File: src/core/sysopt_pkg.sv
// system options and part identification register bank: shared constants and types
// assumes an 8-bit register port with byte-wide data
package sysopt_pkg;

   localparam int unsigned ADDR_W = 8;
   localparam int unsigned DATA_W = 8;

   // register offsets
   localparam logic [7:0] OFS_OPTIONS_ONE = 8'h00;
   localparam logic [7:0] OFS_OPTIONS_TWO = 8'h01;
   localparam logic [7:0] OFS_PART_ID_HI  = 8'h02;
   localparam logic [7:0] OFS_PART_ID_LO  = 8'h03;

   // first options register bit positions
   localparam int unsigned BIT_WDOG_EN    = 7;
   localparam int unsigned BIT_WDOG_LONG  = 6;
   localparam int unsigned BIT_HALT_OK    = 5;
   localparam int unsigned BIT_DEBUG_PIN  = 1;
   localparam int unsigned BIT_RESET_PIN  = 0;

   // second options register bit positions
   localparam int unsigned BIT_WDOG_CLK   = 7;
   localparam int unsigned BIT_SPI_SEL    = 2;
   localparam int unsigned BIT_TWI_SEL    = 1;
   localparam int unsigned BIT_CMP_CAP    = 0;

   // reset values
   localparam logic RST_WDOG_EN   = 1'b1;
   localparam logic RST_WDOG_LONG = 1'b1;
   localparam logic RST_HALT_OK   = 1'b0;
   localparam logic RST_DEBUG_PIN = 1'b1;
   localparam logic RST_RESET_PIN = 1'b1;
   localparam logic RST_WDOG_CLK  = 1'b0;
   localparam logic RST_SPI_SEL   = 1'b0;
   localparam logic RST_TWI_SEL   = 1'b0;
   localparam logic RST_CMP_CAP   = 1'b0;

   // part id layout; reserved upper nibble of the high byte reads this value
   localparam int unsigned PART_ID_W    = 12;
   localparam logic [3:0]  ID_RSVD_READ = 4'h0;

   // watchdog period defaults, in ticks of the selected clock
   localparam int unsigned WDOG_CNT_W      = 20;
   localparam int unsigned WDOG_SHORT_SLOW = 32;
   localparam int unsigned WDOG_LONG_SLOW  = 256;
   localparam int unsigned WDOG_SHORT_BUS  = 8192;
   localparam int unsigned WDOG_LONG_BUS   = 262144;

   typedef struct packed {
      logic watchdog_enable;
      logic watchdog_long_timeout;
      logic halt_mode_permit;
      logic debug_pin_enable;
      logic reset_pin_enable;
   } options_one_s;

   typedef struct packed {
      logic watchdog_clock_select;
      logic serial_peripheral_pin_select;
      logic two_wire_pin_select;
      logic comparator_to_capture;
   } options_two_s;

endpackage

File: src/core/system_options_id_regs.sv
// system options and part identification register bank with watchdog and halt gate
// assumes one clock, synchronous inputs, a strobe-based register port and
// a separate power-on/low-voltage reset that also asserts resetn_i
`timescale 1ns/1ps

module system_options_id_regs #(
   parameter logic [11:0] PART_ID         = 12'h5a3,  // arbitrary value
   parameter int unsigned WDOG_SHORT_SLOW = sysopt_pkg::WDOG_SHORT_SLOW,
   parameter int unsigned WDOG_LONG_SLOW  = sysopt_pkg::WDOG_LONG_SLOW,
   parameter int unsigned WDOG_SHORT_BUS  = sysopt_pkg::WDOG_SHORT_BUS,
   parameter int unsigned WDOG_LONG_BUS   = sysopt_pkg::WDOG_LONG_BUS
) (
   input  wire logic                            clk_i,
   input  wire logic                            resetn_i,
   input  wire logic                            por_resetn_i,
   input  wire logic [sysopt_pkg::ADDR_W-1:0]   addr_i,
   input  wire logic [sysopt_pkg::DATA_W-1:0]   wdata_i,
   input  wire logic                            we_i,
   input  wire logic                            re_i,
   output logic      [sysopt_pkg::DATA_W-1:0]   rdata_o,
   input  wire logic                            slow_tick_i,
   input  wire logic                            watchdog_service_i,
   input  wire logic                            halt_request_i,
   input  wire logic                            comparator_output_i,
   input  wire logic                            capture_pin_i,
   output logic                                 watchdog_reset_o,
   output logic                                 halt_enter_o,
   output logic                                 illegal_op_reset_o,
   output sysopt_pkg::options_one_s             options_one_o,
   output sysopt_pkg::options_two_s             options_two_o,
   output logic                                 reset_pullup_o,
   output logic                                 capture_ch0_o
);

   function automatic logic hit(input logic [sysopt_pkg::ADDR_W-1:0] a,
                                input logic [sysopt_pkg::ADDR_W-1:0] ofs);
      hit = (a == ofs);
   endfunction

   sysopt_pkg::options_one_s opt1_q;
   logic                     reset_pin_q;
   sysopt_pkg::options_two_s opt2_q;
   logic                     lock_one_q;
   logic                     lock_two_q;
   logic [sysopt_pkg::DATA_W-1:0] rdata_q;
   logic [sysopt_pkg::WDOG_CNT_W-1:0] wdog_cnt_q;
   logic [sysopt_pkg::WDOG_CNT_W-1:0] wdog_limit;
   logic                     wdog_step;
   logic                     wdog_bite_q;
   logic                     halt_q;
   logic                     illop_q;
   logic                     pullup_q;
   logic                     capture_q;
   logic                     wr_one;
   logic                     wr_two;

   // options one takes only the first write after reset; options two takes every write, but its clock select bit only the first
   assign wr_one = we_i && hit(addr_i, sysopt_pkg::OFS_OPTIONS_ONE) && !lock_one_q;
   assign wr_two = we_i && hit(addr_i, sysopt_pkg::OFS_OPTIONS_TWO);

   // lock flags set by first write
   always_ff @(posedge clk_i or negedge resetn_i) begin
      if (!resetn_i) begin
         lock_one_q <= 1'b0;
         lock_two_q <= 1'b0;
      end else begin
         if (wr_one) begin
            lock_one_q <= 1'b1;
         end
         if (wr_two) begin
            lock_two_q <= 1'b1;
         end
      end
   end

   // debug pin back after any reset
   always_ff @(posedge clk_i or negedge resetn_i) begin
      if (!resetn_i) begin
         opt1_q.watchdog_enable       <= sysopt_pkg::RST_WDOG_EN;
         opt1_q.watchdog_long_timeout <= sysopt_pkg::RST_WDOG_LONG;
         opt1_q.halt_mode_permit      <= sysopt_pkg::RST_HALT_OK;
         opt1_q.debug_pin_enable      <= sysopt_pkg::RST_DEBUG_PIN;
      end else if (wr_one) begin
         opt1_q.watchdog_enable       <= wdata_i[sysopt_pkg::BIT_WDOG_EN];
         opt1_q.watchdog_long_timeout <= wdata_i[sysopt_pkg::BIT_WDOG_LONG];
         opt1_q.halt_mode_permit      <= wdata_i[sysopt_pkg::BIT_HALT_OK];
         opt1_q.debug_pin_enable      <= wdata_i[sysopt_pkg::BIT_DEBUG_PIN];
      end
   end
   assign opt1_q.reset_pin_enable = reset_pin_q;

   // reset pin bit survives non-power resets
   always_ff @(posedge clk_i or negedge por_resetn_i) begin
      if (!por_resetn_i) begin
         reset_pin_q <= sysopt_pkg::RST_RESET_PIN;
      end else if (wr_one) begin
         reset_pin_q <= wdata_i[sysopt_pkg::BIT_RESET_PIN];
      end
   end

   // clock select is write-once, pin routing stays writable
   always_ff @(posedge clk_i or negedge resetn_i) begin
      if (!resetn_i) begin
         opt2_q.watchdog_clock_select        <= sysopt_pkg::RST_WDOG_CLK;
         opt2_q.serial_peripheral_pin_select <= sysopt_pkg::RST_SPI_SEL;
         opt2_q.two_wire_pin_select          <= sysopt_pkg::RST_TWI_SEL;
         opt2_q.comparator_to_capture        <= sysopt_pkg::RST_CMP_CAP;
      end else if (wr_two) begin
         if (!lock_two_q) begin
            opt2_q.watchdog_clock_select <= wdata_i[sysopt_pkg::BIT_WDOG_CLK];
         end
         opt2_q.serial_peripheral_pin_select <= wdata_i[sysopt_pkg::BIT_SPI_SEL];
         opt2_q.two_wire_pin_select          <= wdata_i[sysopt_pkg::BIT_TWI_SEL];
         opt2_q.comparator_to_capture        <= wdata_i[sysopt_pkg::BIT_CMP_CAP];
      end
   end

   // read data, one cycle after strobe only
   always_ff @(posedge clk_i or negedge resetn_i) begin
      if (!resetn_i) begin
         rdata_q <= 8'h00;
      end else if (!re_i) begin
         rdata_q <= 8'h00;
      end else if (hit(addr_i, sysopt_pkg::OFS_OPTIONS_ONE)) begin
         rdata_q <= {opt1_q.watchdog_enable, opt1_q.watchdog_long_timeout,
                     opt1_q.halt_mode_permit, 3'h0,
                     opt1_q.debug_pin_enable, reset_pin_q};
      end else if (hit(addr_i, sysopt_pkg::OFS_OPTIONS_TWO)) begin
         rdata_q <= {opt2_q.watchdog_clock_select, 4'h0,
                     opt2_q.serial_peripheral_pin_select,
                     opt2_q.two_wire_pin_select, opt2_q.comparator_to_capture};
      end else if (hit(addr_i, sysopt_pkg::OFS_PART_ID_HI)) begin
         // id high nibble, reserved bits fixed
         rdata_q <= {sysopt_pkg::ID_RSVD_READ, PART_ID[11:8]};
      end else if (hit(addr_i, sysopt_pkg::OFS_PART_ID_LO)) begin
         rdata_q <= PART_ID[7:0];
      end else begin
         rdata_q <= 8'h00;
      end
   end

   // period from length bit and clock select
   always_comb begin
      if (opt2_q.watchdog_clock_select) begin
         wdog_limit = opt1_q.watchdog_long_timeout ?
                      sysopt_pkg::WDOG_CNT_W'(WDOG_LONG_BUS - 1) :
                      sysopt_pkg::WDOG_CNT_W'(WDOG_SHORT_BUS - 1);
         wdog_step  = 1'b1;
      end else begin
         wdog_limit = opt1_q.watchdog_long_timeout ?
                      sysopt_pkg::WDOG_CNT_W'(WDOG_LONG_SLOW - 1) :
                      sysopt_pkg::WDOG_CNT_W'(WDOG_SHORT_SLOW - 1);
         wdog_step  = slow_tick_i;
      end
   end

   always_ff @(posedge clk_i or negedge resetn_i) begin
      if (!resetn_i) begin
         wdog_cnt_q  <= '0;
         wdog_bite_q <= 1'b0;
      end else begin
         wdog_bite_q <= 1'b0;
         if (!opt1_q.watchdog_enable || watchdog_service_i) begin
            wdog_cnt_q <= '0;
         end else if (wdog_step) begin
            if (wdog_cnt_q >= wdog_limit) begin
               wdog_cnt_q  <= '0;
               wdog_bite_q <= 1'b1;
            end else begin
               wdog_cnt_q <= wdog_cnt_q + 1'b1;
            end
         end
      end
   end

   always_ff @(posedge clk_i or negedge resetn_i) begin
      if (!resetn_i) begin
         halt_q  <= 1'b0;
         illop_q <= 1'b0;
      end else begin
         halt_q  <= halt_request_i && opt1_q.halt_mode_permit;
         illop_q <= halt_request_i && !opt1_q.halt_mode_permit;
      end
   end

   // registered pin-side controls; one cycle behind the option bits
   always_ff @(posedge clk_i or negedge resetn_i) begin
      if (!resetn_i) begin
         pullup_q  <= 1'b0;
         capture_q <= 1'b0;
      end else begin
         pullup_q  <= reset_pin_q;
         capture_q <= opt2_q.comparator_to_capture ? comparator_output_i : capture_pin_i;
      end
   end

   assign rdata_o            = rdata_q;
   assign watchdog_reset_o   = wdog_bite_q;
   assign halt_enter_o       = halt_q;
   assign illegal_op_reset_o = illop_q;
   // pin function selects leave as flops
   assign options_one_o      = opt1_q;
   assign options_two_o      = opt2_q;
   assign reset_pullup_o     = pullup_q;
   assign capture_ch0_o      = capture_q;

endmodule

File: config.mk
export PLATFORM = sky130hd
export DESIGN_NAME = system_options_id_regs
export DESIGN_NICKNAME = d
export VERILOG_FILES = /design/src/core/sysopt_pkg.sv /design/src/core/system_options_id_regs.sv
export SDC_FILE = /design/constraint.sdc
export NUM_CORES = 1
export LEC_CHECK = 0
export BUFFER_PORTS_ARGS = -buffer_cell sky130_fd_sc_hd__buf_2
export CAP_MARGIN = 10
export CORE_MARGIN = 4
export CORE_UTILIZATION = 44
export CTS_CLUSTER_DIAMETER = 50
export DETAILED_ROUTE_END_ITERATION = 7
export PLACE_DENSITY_LB_ADDON = 0.1
export SLEW_MARGIN = 5
export SYNTH_ARGS = -nofsm -noshare
export SYNTH_HDL_FRONTEND = slang
export SYNTH_SLANG_ARGS = --single-unit
File: constraint.sdc
create_clock -name clk_i -period 2.8 [get_ports clk_i]
set_clock_uncertainty 0.2 [all_clocks]
set_input_delay 0.28 -clock clk_i [delete_from_list [all_inputs] [get_ports clk_i]]
set_output_delay 0.28 -clock clk_i [all_outputs]
set_load 0.01 [all_outputs]
==> impl_metrics.json, run 1 <==
{
  "drc": 0,
  "synthDistinctLibCells": 45,
  "die_width_um": 78.5,
  "hold_viol": 0,
  "status": "completed",
  "synthArstFlopShare": 1.00,
  "end_kind": "flip-flop",
  "cts.clk_slew.worst_paths_ns": 0.09,
  "dpl-instance-area_um2": 2480,
  "nets": 305,
  "hold_path_class": "in -> reg",
  "vdd_drop_max_uv": 275,
  "slew_violations": 0,
  "io_pins": 48,
  "port_buffers": 43,
  "drive_gt1_frac": 0.268,
  "initial_utilization": 0.458,
  "grt_pass1_wl_um": 8180,
  "core-area_um2": 4790,
  "crit_fanout": 10,
  "drtAntennaViolNets": 0,
  "htree_levels": 2,
  "grt_pass1_vias": 1671,
  "syn-mean-instance-area_um2": 10.4,
  "grt_max_degree": 42,
  "cts_tree": "done",
  "ys_ff_latch": 42,
  "final_cell_area_um2": 2670,
  "fin_tns_setup_ns": 0,
  "cts_buffers": 5,
  "viasPerCell": 5.08,
  "synth_top_flop_cell": "dfrtp_1",
  "yosys_warnings": 0,
  "syn-cell-area_um2": 2190,
  "rsz0062_at_grt": "no",
  "final_cell_mix": "buf_2 (43), dfrtp_1 (38), nor2_1 (28)",
  "dr.pass1.iters": 4,
  "clock_path_buffers": 2,
  "tightest_slew_ns": 0.929,
  "netlist_instances": 211,
  "cp.required_ns": 2.83,
  "routed_wl_um": 4780,
  "grt_usage": 0.171,
  "overflow": 0,
  "cap_violations": 0,
  "hpwlAfterDp_um": 3460,
  "power_density_nw_per_um2": 428,
  "post-route-period-util": 0.934,
  "synth_edf_count": 0,
  "path_class": "reg -> reg",
  "final.setup.worst_slack_ns": 0.186,
  "final_common_cell": "buf_2",
  "dieArea_um2": 6170,
  "place.gp.congestion": 0.809,
  "min_period_ns": 2.61,
  "synth_seq_area_share": 0.482,
  "arrival_ns": 2.64,
  "slew_headroom": 0.381,
  "whs_ns": 0.0121,
  "antenna_cells": 0,
  "power.leakage_nw": 1.24,
  "synthToLayoutAreaGrowth_pct": 21.8,
  "antenna_found_initial": 0,
  "wire_per_inst_um": 14.2,
  "num_rows": 25,
  "dp_slack_ns": 0.183,
  "setup_violations": 0,
  "ctsRootBufferMaster": "clkbuf_8",
  "cp-start-kind": "flip-flop",
  "drt_iter0_drc": 91,
  "cts_num_sinks": 42,
  "fmax_mhz": 383,
  "clkLatencyLatePin_ns": 0.30,
  "die_y_um": 78.5,
  "num_vias": 1708
}
-- power by group --
part	switching (mW)	leakage (nW)	total (mW)	internal, mW
logic	0.0545	0.630	0.0996	0.0451
clock network	0.230	0.0447	0.410	0.180
registers	0.0104	0.561	0.631	0.620
total	0.295	1.24	1.14	0.846
-- worst max-delay path, cell delays in order, from the launching register on --
cell and delay, ns:
dfstp_2 0.58, nand2_1 0.17, ha_1 0.35, a2111oi_0 0.33, o21ai_1 0.11, nor2_1 0.16
and3_4 0.25, o21ai_4 0.07, buf_4 0.18, nor2_1 0.14
-- per-layer routing --
| metal | wire, um | track usage | part of all wire |
|---|---|---|---|
| met1 | 2220 | 0.225 | 0.47 |
| met2 | 2150 | 0.262 | 0.45 |
| met3 | 283 | 0.0493 | 0.059 |
| met4 | 115 | 0.0682 | 0.024 |
| met5 | 0 | 0 | 0 |
-- area by class of cell --
class | instances | area [um^2]
Tap cell | 67 | 83.8
Multi-Input combinational cell | 160 | 1090
Fill cell | 426 | 2120
Clock buffer | 5 | 68.8
Sequential cell | 42 | 1060
Clock inverter | 3 | 25.0
Inverter | 4 | 15.0
Timing Repair Buffer | 55 | 328
-- stage by stage --
stage                     power, mW  utilization  std cells
after floorplan               0.686            -        212
after global placement        0.732        0.517        319
after global routing           1.20        0.557        336
final                          1.14        0.557        336
after CTS                      1.16        0.556        336
after detailed placement      0.733        0.517        319
-- cell families after synthesis --
kind of cell / Yosys count / synth area share
muxes: 11 / 0.0554
adders and majority gates: 11 / 0.0629
xor gates and xnor gates: 14 / 0.0560
and+or+nand+nor: 94 / 0.236
other: 1 / 0.00171
AOI/OAI and AO/OA: 28 / 0.0811
DFF: 42 / 0.482
buffers and inverters: 10 / 0.0246
-- flip-flops by register name, summed over array words and instances (netlist names) --
signal and cells:
wdog_cnt_q 20, rdata_o 6, options_one_o 4, options_two_o 4, capture_ch0_o 1, halt_enter_o 1, illegal_op_reset_o 1, lock_one_q 1
lock_two_q 1, reset_pin_q 1, reset_pullup_o 1, watchdog_reset_o 1
-- synthesized netlist by cell type, types with 3 or more instances --
library cell	number	share of area
inv_1	4	0.0069
dfstp_2	4	0.048
dfrtp_1	38	0.43
buf_4	4	0.014
nand4_1	8	0.023
a21oi_1	11	0.025
o21ai_0	6	0.014
nand3_1	9	0.021
ha_1	11	0.063
mux2_2	4	0.021
nor2b_1	3	0.0086
xnor2_1	6	0.024
xor2_1	8	0.032
nand2_1	19	0.033
or3_1	3	0.0086
nor3_1	4	0.0091
nor2_1	28	0.048
mux2_1	5	0.026
-- path summary, 6_finish.rpt --
path                       cells after the start                            to                          from  slack (ns)
min reg2reg                                    0      reset_pullup_o$_DFF_PN0_       reset_pin_q$_DFFE_PN1P_        0.22
max                                            9    wdog_cnt_q[13]$_DFFE_PN0P_  options_one_o[3]$_DFFE_PN1P_        0.19
min                                            2  options_two_o[2]$_DFFE_PN0P_                    wdata_i[2]        0.01
min in group asynchronous                      2       reset_pin_q$_DFFE_PN1P_                  por_resetn_i        0.23
max reg2reg                                    9    wdog_cnt_q[13]$_DFFE_PN0P_  options_one_o[3]$_DFFE_PN1P_        0.19
max in group asynchronous                      2    wdog_cnt_q[12]$_DFFE_PN0P_                      resetn_i        1.38
-- what timing repair did --
item                       in CTS  in global routing
setup endpoints to repair       0                 10
gates resized for setup         0                  1
setup buffers                   0                  0
hold endpoints to repair       45                  0
hold buffers                    9                  0
Note: power is estimated with default switching activity, not from simulation.
==> inputs of run 2 (changes only) <==
PLACE_DENSITY = 0.64   (was not set)
PLACE_DENSITY_LB_ADDON = not set   (was 0.1)
==> run 2 against run 1 <==
First-iteration DRC count down 29%. Setup slack worse by 0.0048 ns. Register-to-register slack hardly changed. Largest power group unchanged.
==> impl_metrics.json, run 2 (synthesis results as in run 1) <==
{
  "cts_num_sinks": 42,
  "initial_utilization": 0.458,
  "top_register": "wdog_cnt_q",
  "overflow": 0,
  "fin_tns_setup_ns": 0,
  "routed_wl_um": 4520,
  "crit_fanout": 10,
  "viasPerCell": 5.05,
  "postLayoutCoreUtil": 0.548,
  "whs_ns": 0.00757,
  "power_density_nw_per_um2": 432,
  "setup_violations": 0,
  "cap_violations": 0,
  "port_buffers": 43,
  "die_y_um": 78.5,
  "cp.required_ns": 2.78,
  "arrival_ns": 2.60,
  "num_vias": 1675,
  "wire_per_inst_um": 13.6,
  "nets": 301,
  "dr.pass1.iters": 4,
  "grt_usage": 0.169,
  "clock_path_buffers": 2,
  "power_mw": 1.13,
  "slew_violations": 0,
  "dieArea_um2": 6170,
  "tightest_slew_ns": 0.901,
  "min_period_ns": 2.62,
  "final_common_cell": "buf_2",
  "post-route-period-util": 0.935,
  "path_class": "reg -> reg",
  "drive_gt1_frac": 0.268,
  "htree_levels": 2,
  "core-area_um2": 4790,
  "status": "completed",
  "cts_tree": "done",
  "grt_max_degree": 42,
  "grt_pass1_wl_um": 8110,
  "ctsRootBufferMaster": "clkbuf_8",
  "synthToLayoutAreaGrowth_pct": 19.8,
  "clkLatencyLatePin_ns": 0.30,
  "drc": 0,
  "final_cell_mix": "buf_2 (43), dfrtp_1 (38), nor2_1 (28)",
  "final_cell_area_um2": 2620,
  "drtAntennaViolNets": 0,
  "end_kind": "flip-flop",
  "die_width_um": 78.5,
  "largest_reg_flops": 20,
  "drt_iter0_drc": 65,
  "io_pins": 48,
  "slew_headroom": 0.399,
  "vdd_drop_max_uv": 245,
  "num_rows": 25,
  "dpl-instance-area_um2": 2480,
  "antenna_cells": 0,
  "cts.clk_slew.worst_paths_ns": 0.09,
  "grt_pass1_vias": 1736,
  "cts_buffers": 5,
  "hold_viol": 0,
  "antenna_found_initial": 0,
  "rsz0062_at_grt": "no",
  "hold_path_class": "in -> reg",
  "power.leakage_nw": 1.22,
  "place.gp.congestion": 0.746,
  "fmax_mhz": 382,
  "cp-start-kind": "flip-flop",
  "hpwlAfterDp_um": 3360
}
==> run 2: cell types whose count changed in the layout (fill, tap and decap cells not counted), sizes merged <==
cell         before  now
inv               5    4
dlygate4sd3       9    5
clkbuf            5    6
==> run 2: area by class of cell <==
type                    instances  area, um^2
inverters                       4        15.0
multi-input cells             160        1080
clock buffers                   6        82.6
flip-flops and latches         42        1060
clock inverters                 2        12.5
repair buffers                 51         288
well taps                      67        83.8
fillers                       447        2160
==> run 2: through the flow <==
step / worst slack (ns) / cells
after floorplan: 0.369 / 212
after global placement: 0.218 / 319
after detailed placement: 0.215 / 319
after CTS: 0.181 / 332
after global routing: 0.0191 / 332
final: 0.181 / 332
==> run 2: worst paths after layout <==
path / from / cells past startpoint / to / slack (ns)
setup / recovery: options_one_o[3]$_DFFE_PN1P_ / 9 / wdog_cnt_q[10]$_DFFE_PN0P_ / 0.18
hold / removal: halt_request_i / 2 / halt_enter_o$_DFF_PN0_ / 0.008
setup reg to reg: options_one_o[3]$_DFFE_PN1P_ / 9 / wdog_cnt_q[10]$_DFFE_PN0P_ / 0.18
hold reg to reg: reset_pin_q$_DFFE_PN1P_ / 0 / reset_pullup_o$_DFF_PN0_ / 0.22
max in group asynchronous: resetn_i / 2 / wdog_cnt_q[13]$_DFFE_PN0P_ / 1.36
min in group asynchronous: por_resetn_i / 2 / reset_pin_q$_DFFE_PN1P_ / 0.24
==> run 2: power breakdown <==
part           switching (mW)  leakage, nW  internal [mW]
clock network           0.209       0.0472          0.198
registers              0.0106        0.561          0.620
logic                  0.0523        0.612         0.0411
==> run 2: worst max-delay path, cell delays in order, from the launching register on <==
cell and delay, ns:
dfstp_2 0.57, nand2_1 0.16, ha_1 0.36, nand2_1 0.08, nor4_1 0.34, o21ai_1 0.15, and3_4 0.23, o21ai_4 0.15
buf_4 0.19, nor2_1 0.06
==> run 2: timing repair <==
| action | 4_1_cts | 5_1_grt |
|---|---|---|
| setup buffers | 0 | 0 |
| hold endpoints to repair | 42 | 0 |
| setup endpoints to repair | 0 | 13 |
| resized for setup | 0 | 1 |
| hold buffers | 5 | 0 |
==> run 2: metal layers <==
metal	track usage	part of all wire	routed length, um	vias up
met3	0.0493	0.037	167	5
met2	0.286	0.51	2290	23
met1	0.206	0.45	2020	791
li1	-	-	-	856
met5	0	0	0	-
met4	0.0524	0.010	45	0
==> inputs of run 3 (changes only) <==
SETUP_SLACK_MARGIN = 0.4   (was not set)
==> run 3 against run 2 <==
Utilization rose by 1.8 points. Global-route usage fell by 0.42 points. Clock-buffer cell count fell by 1. Critical path depth did not move. Highest routed layer unchanged.
==> impl_metrics.json, run 3 (synthesis results as in run 1) <==
{
  "clock_path_buffers": 2,
  "grt_max_degree": 42,
  "vdd_drop_max_uv": 328,
  "cts_buffers": 5,
  "ctsRootBufferMaster": "clkbuf_8",
  "cp-start-kind": "flip-flop",
  "drc": 0,
  "setup_violations": 0,
  "hold_path_class": "in -> reg",
  "io_pins": 48,
  "finalNonFillerCells": 331,
  "fin_tns_setup_ns": 0,
  "dp.cells": 318,
  "die_width_um": 78.5,
  "post-route-period-util": 0.869,
  "die_y_um": 78.5,
  "crit_fanout": 16,
  "wire_per_inst_um": 14.1,
  "tightest_slew_ns": 0.901,
  "cts_tree": "done",
  "drive_gt1_frac": 0.303,
  "rsz0062_at_grt": "yes",
  "end_kind": "flip-flop",
  "routed_wl_um": 4660,
  "antenna_cells": 0,
  "min_period_ns": 2.43,
  "dr.pass1.iters": 4,
  "postLayoutCoreUtil": 0.565,
  "hpwlAfterDp_um": 3370,
  "grt_pass1_vias": 1720,
  "core-area_um2": 4790,
  "status": "completed",
  "synthToLayoutAreaGrowth_pct": 23.6,
  "power.leakage_nw": 1.24,
  "num_vias": 1714,
  "largest_reg_flops": 20,
  "slew_headroom": 0.399,
  "antenna_found_initial": 0,
  "arrival_ns": 2.42,
  "power_density_nw_per_um2": 448,
  "port_buffers": 43,
  "viasPerCell": 5.18,
  "nets": 300,
  "overflow": 0,
  "final_common_cell": "buf_2",
  "drt_iter0_drc": 79,
  "path_class": "reg -> reg",
  "clkLatencyLatePin_ns": 0.29,
  "htree_levels": 2,
  "hold_viol": 0,
  "cts.clk_slew.worst_paths_ns": 0.08,
  "place.gp.congestion": 0.738,
  "num_rows": 25,
  "cap_violations": 0,
  "top_register": "wdog_cnt_q",
  "dieArea_um2": 6170,
  "initial_utilization": 0.458,
  "final_cell_mix": "buf_2 (43), dfrtp_1 (37), nor2_1 (28)",
  "grt_pass1_wl_um": 8110,
  "slew_violations": 0,
  "drtAntennaViolNets": 0,
  "grt_usage": 0.164,
  "cp.required_ns": 2.78,
  "cts_num_sinks": 42,
  "fmax_mhz": 411
}
## run 3: power by group
part | internal, mW | switching (mW)
Clock | 0.267 | 0.212
Combinational | 0.0433 | 0.0563
Sequential | 0.621 | 0.0118
## run 3: worst paths after layout
kind / startpoint / to / slack [ns] / cells after the start
setup / recovery: options_one_o[3]$_DFFE_PN1P_ / wdog_cnt_q[9]$_DFFE_PN0P_ / 0.37 / 9
hold / removal: wdata_i[5] / options_one_o[2]$_DFFE_PN0P_ / 0.01 / 2
setup reg to reg: options_one_o[3]$_DFFE_PN1P_ / wdog_cnt_q[9]$_DFFE_PN0P_ / 0.37 / 9
hold reg to reg: reset_pin_q$_DFFE_PN1P_ / reset_pullup_o$_DFF_PN0_ / 0.22 / 0
max in group asynchronous: resetn_i / options_two_o[3]$_DFFE_PN0P_ / 1.32 / 2
min in group asynchronous: por_resetn_i / reset_pin_q$_DFFE_PN1P_ / 0.23 / 2
## run 3: metrics by stage
step                hold slack [ns]  instance area (um^2)  power (mW)  setup WS [ns]
floorplan                    -0.216                  2200       0.687          0.401
global placement             0.0173                  2490       0.732          0.277
detailed placement           0.0187                  2490       0.735          0.218
CTS                         0.00704                  2660        1.22          0.413
global route                0.00722                  2710        1.26          0.223
finish                       0.0131                  2710        1.21          0.366
## run 3: timing repair
action                                  in CTS  in global routing
hold buffers                                 2                  1
hold endpoints to repair                    39                  1
resized for setup                            7                  4
buffers inserted                             1                  1
endpoints found under the setup margin      18                 18
pin swaps                                    2                  2
## run 3: worst max-delay path, stage by stage (launching register included)
cell and delay (ns):
dfstp_2 0.56, nand2_4 0.10, ha_1 0.31, nand4_1 0.16, nor4_4 0.22, nand4b_1 0.15, and3_4 0.22, o21ai_4 0.17
buf_12 0.16, nor2_1 0.06
## run 3: layout make-up
| class | count | area (um^2) |
|---|---|---|
| clock buffer | 5 | 68.8 |
| clock inverter | 3 | 43.8 |
| fill | 417 | 2080 |
| inverter | 4 | 15.0 |
| multi-input combinational | 160 | 1150 |
| sequential | 42 | 1060 |
| tap | 67 | 83.8 |
| timing repair buffer | 50 | 288 |
## run 3: layer usage
layer | wire length [um] | GRT usage
met1 | 2210 | 0.224
met2 | 2220 | 0.260
met3 | 149 | 0.0344
met4 | 82 | 0.0542
met5 | 0 | 0
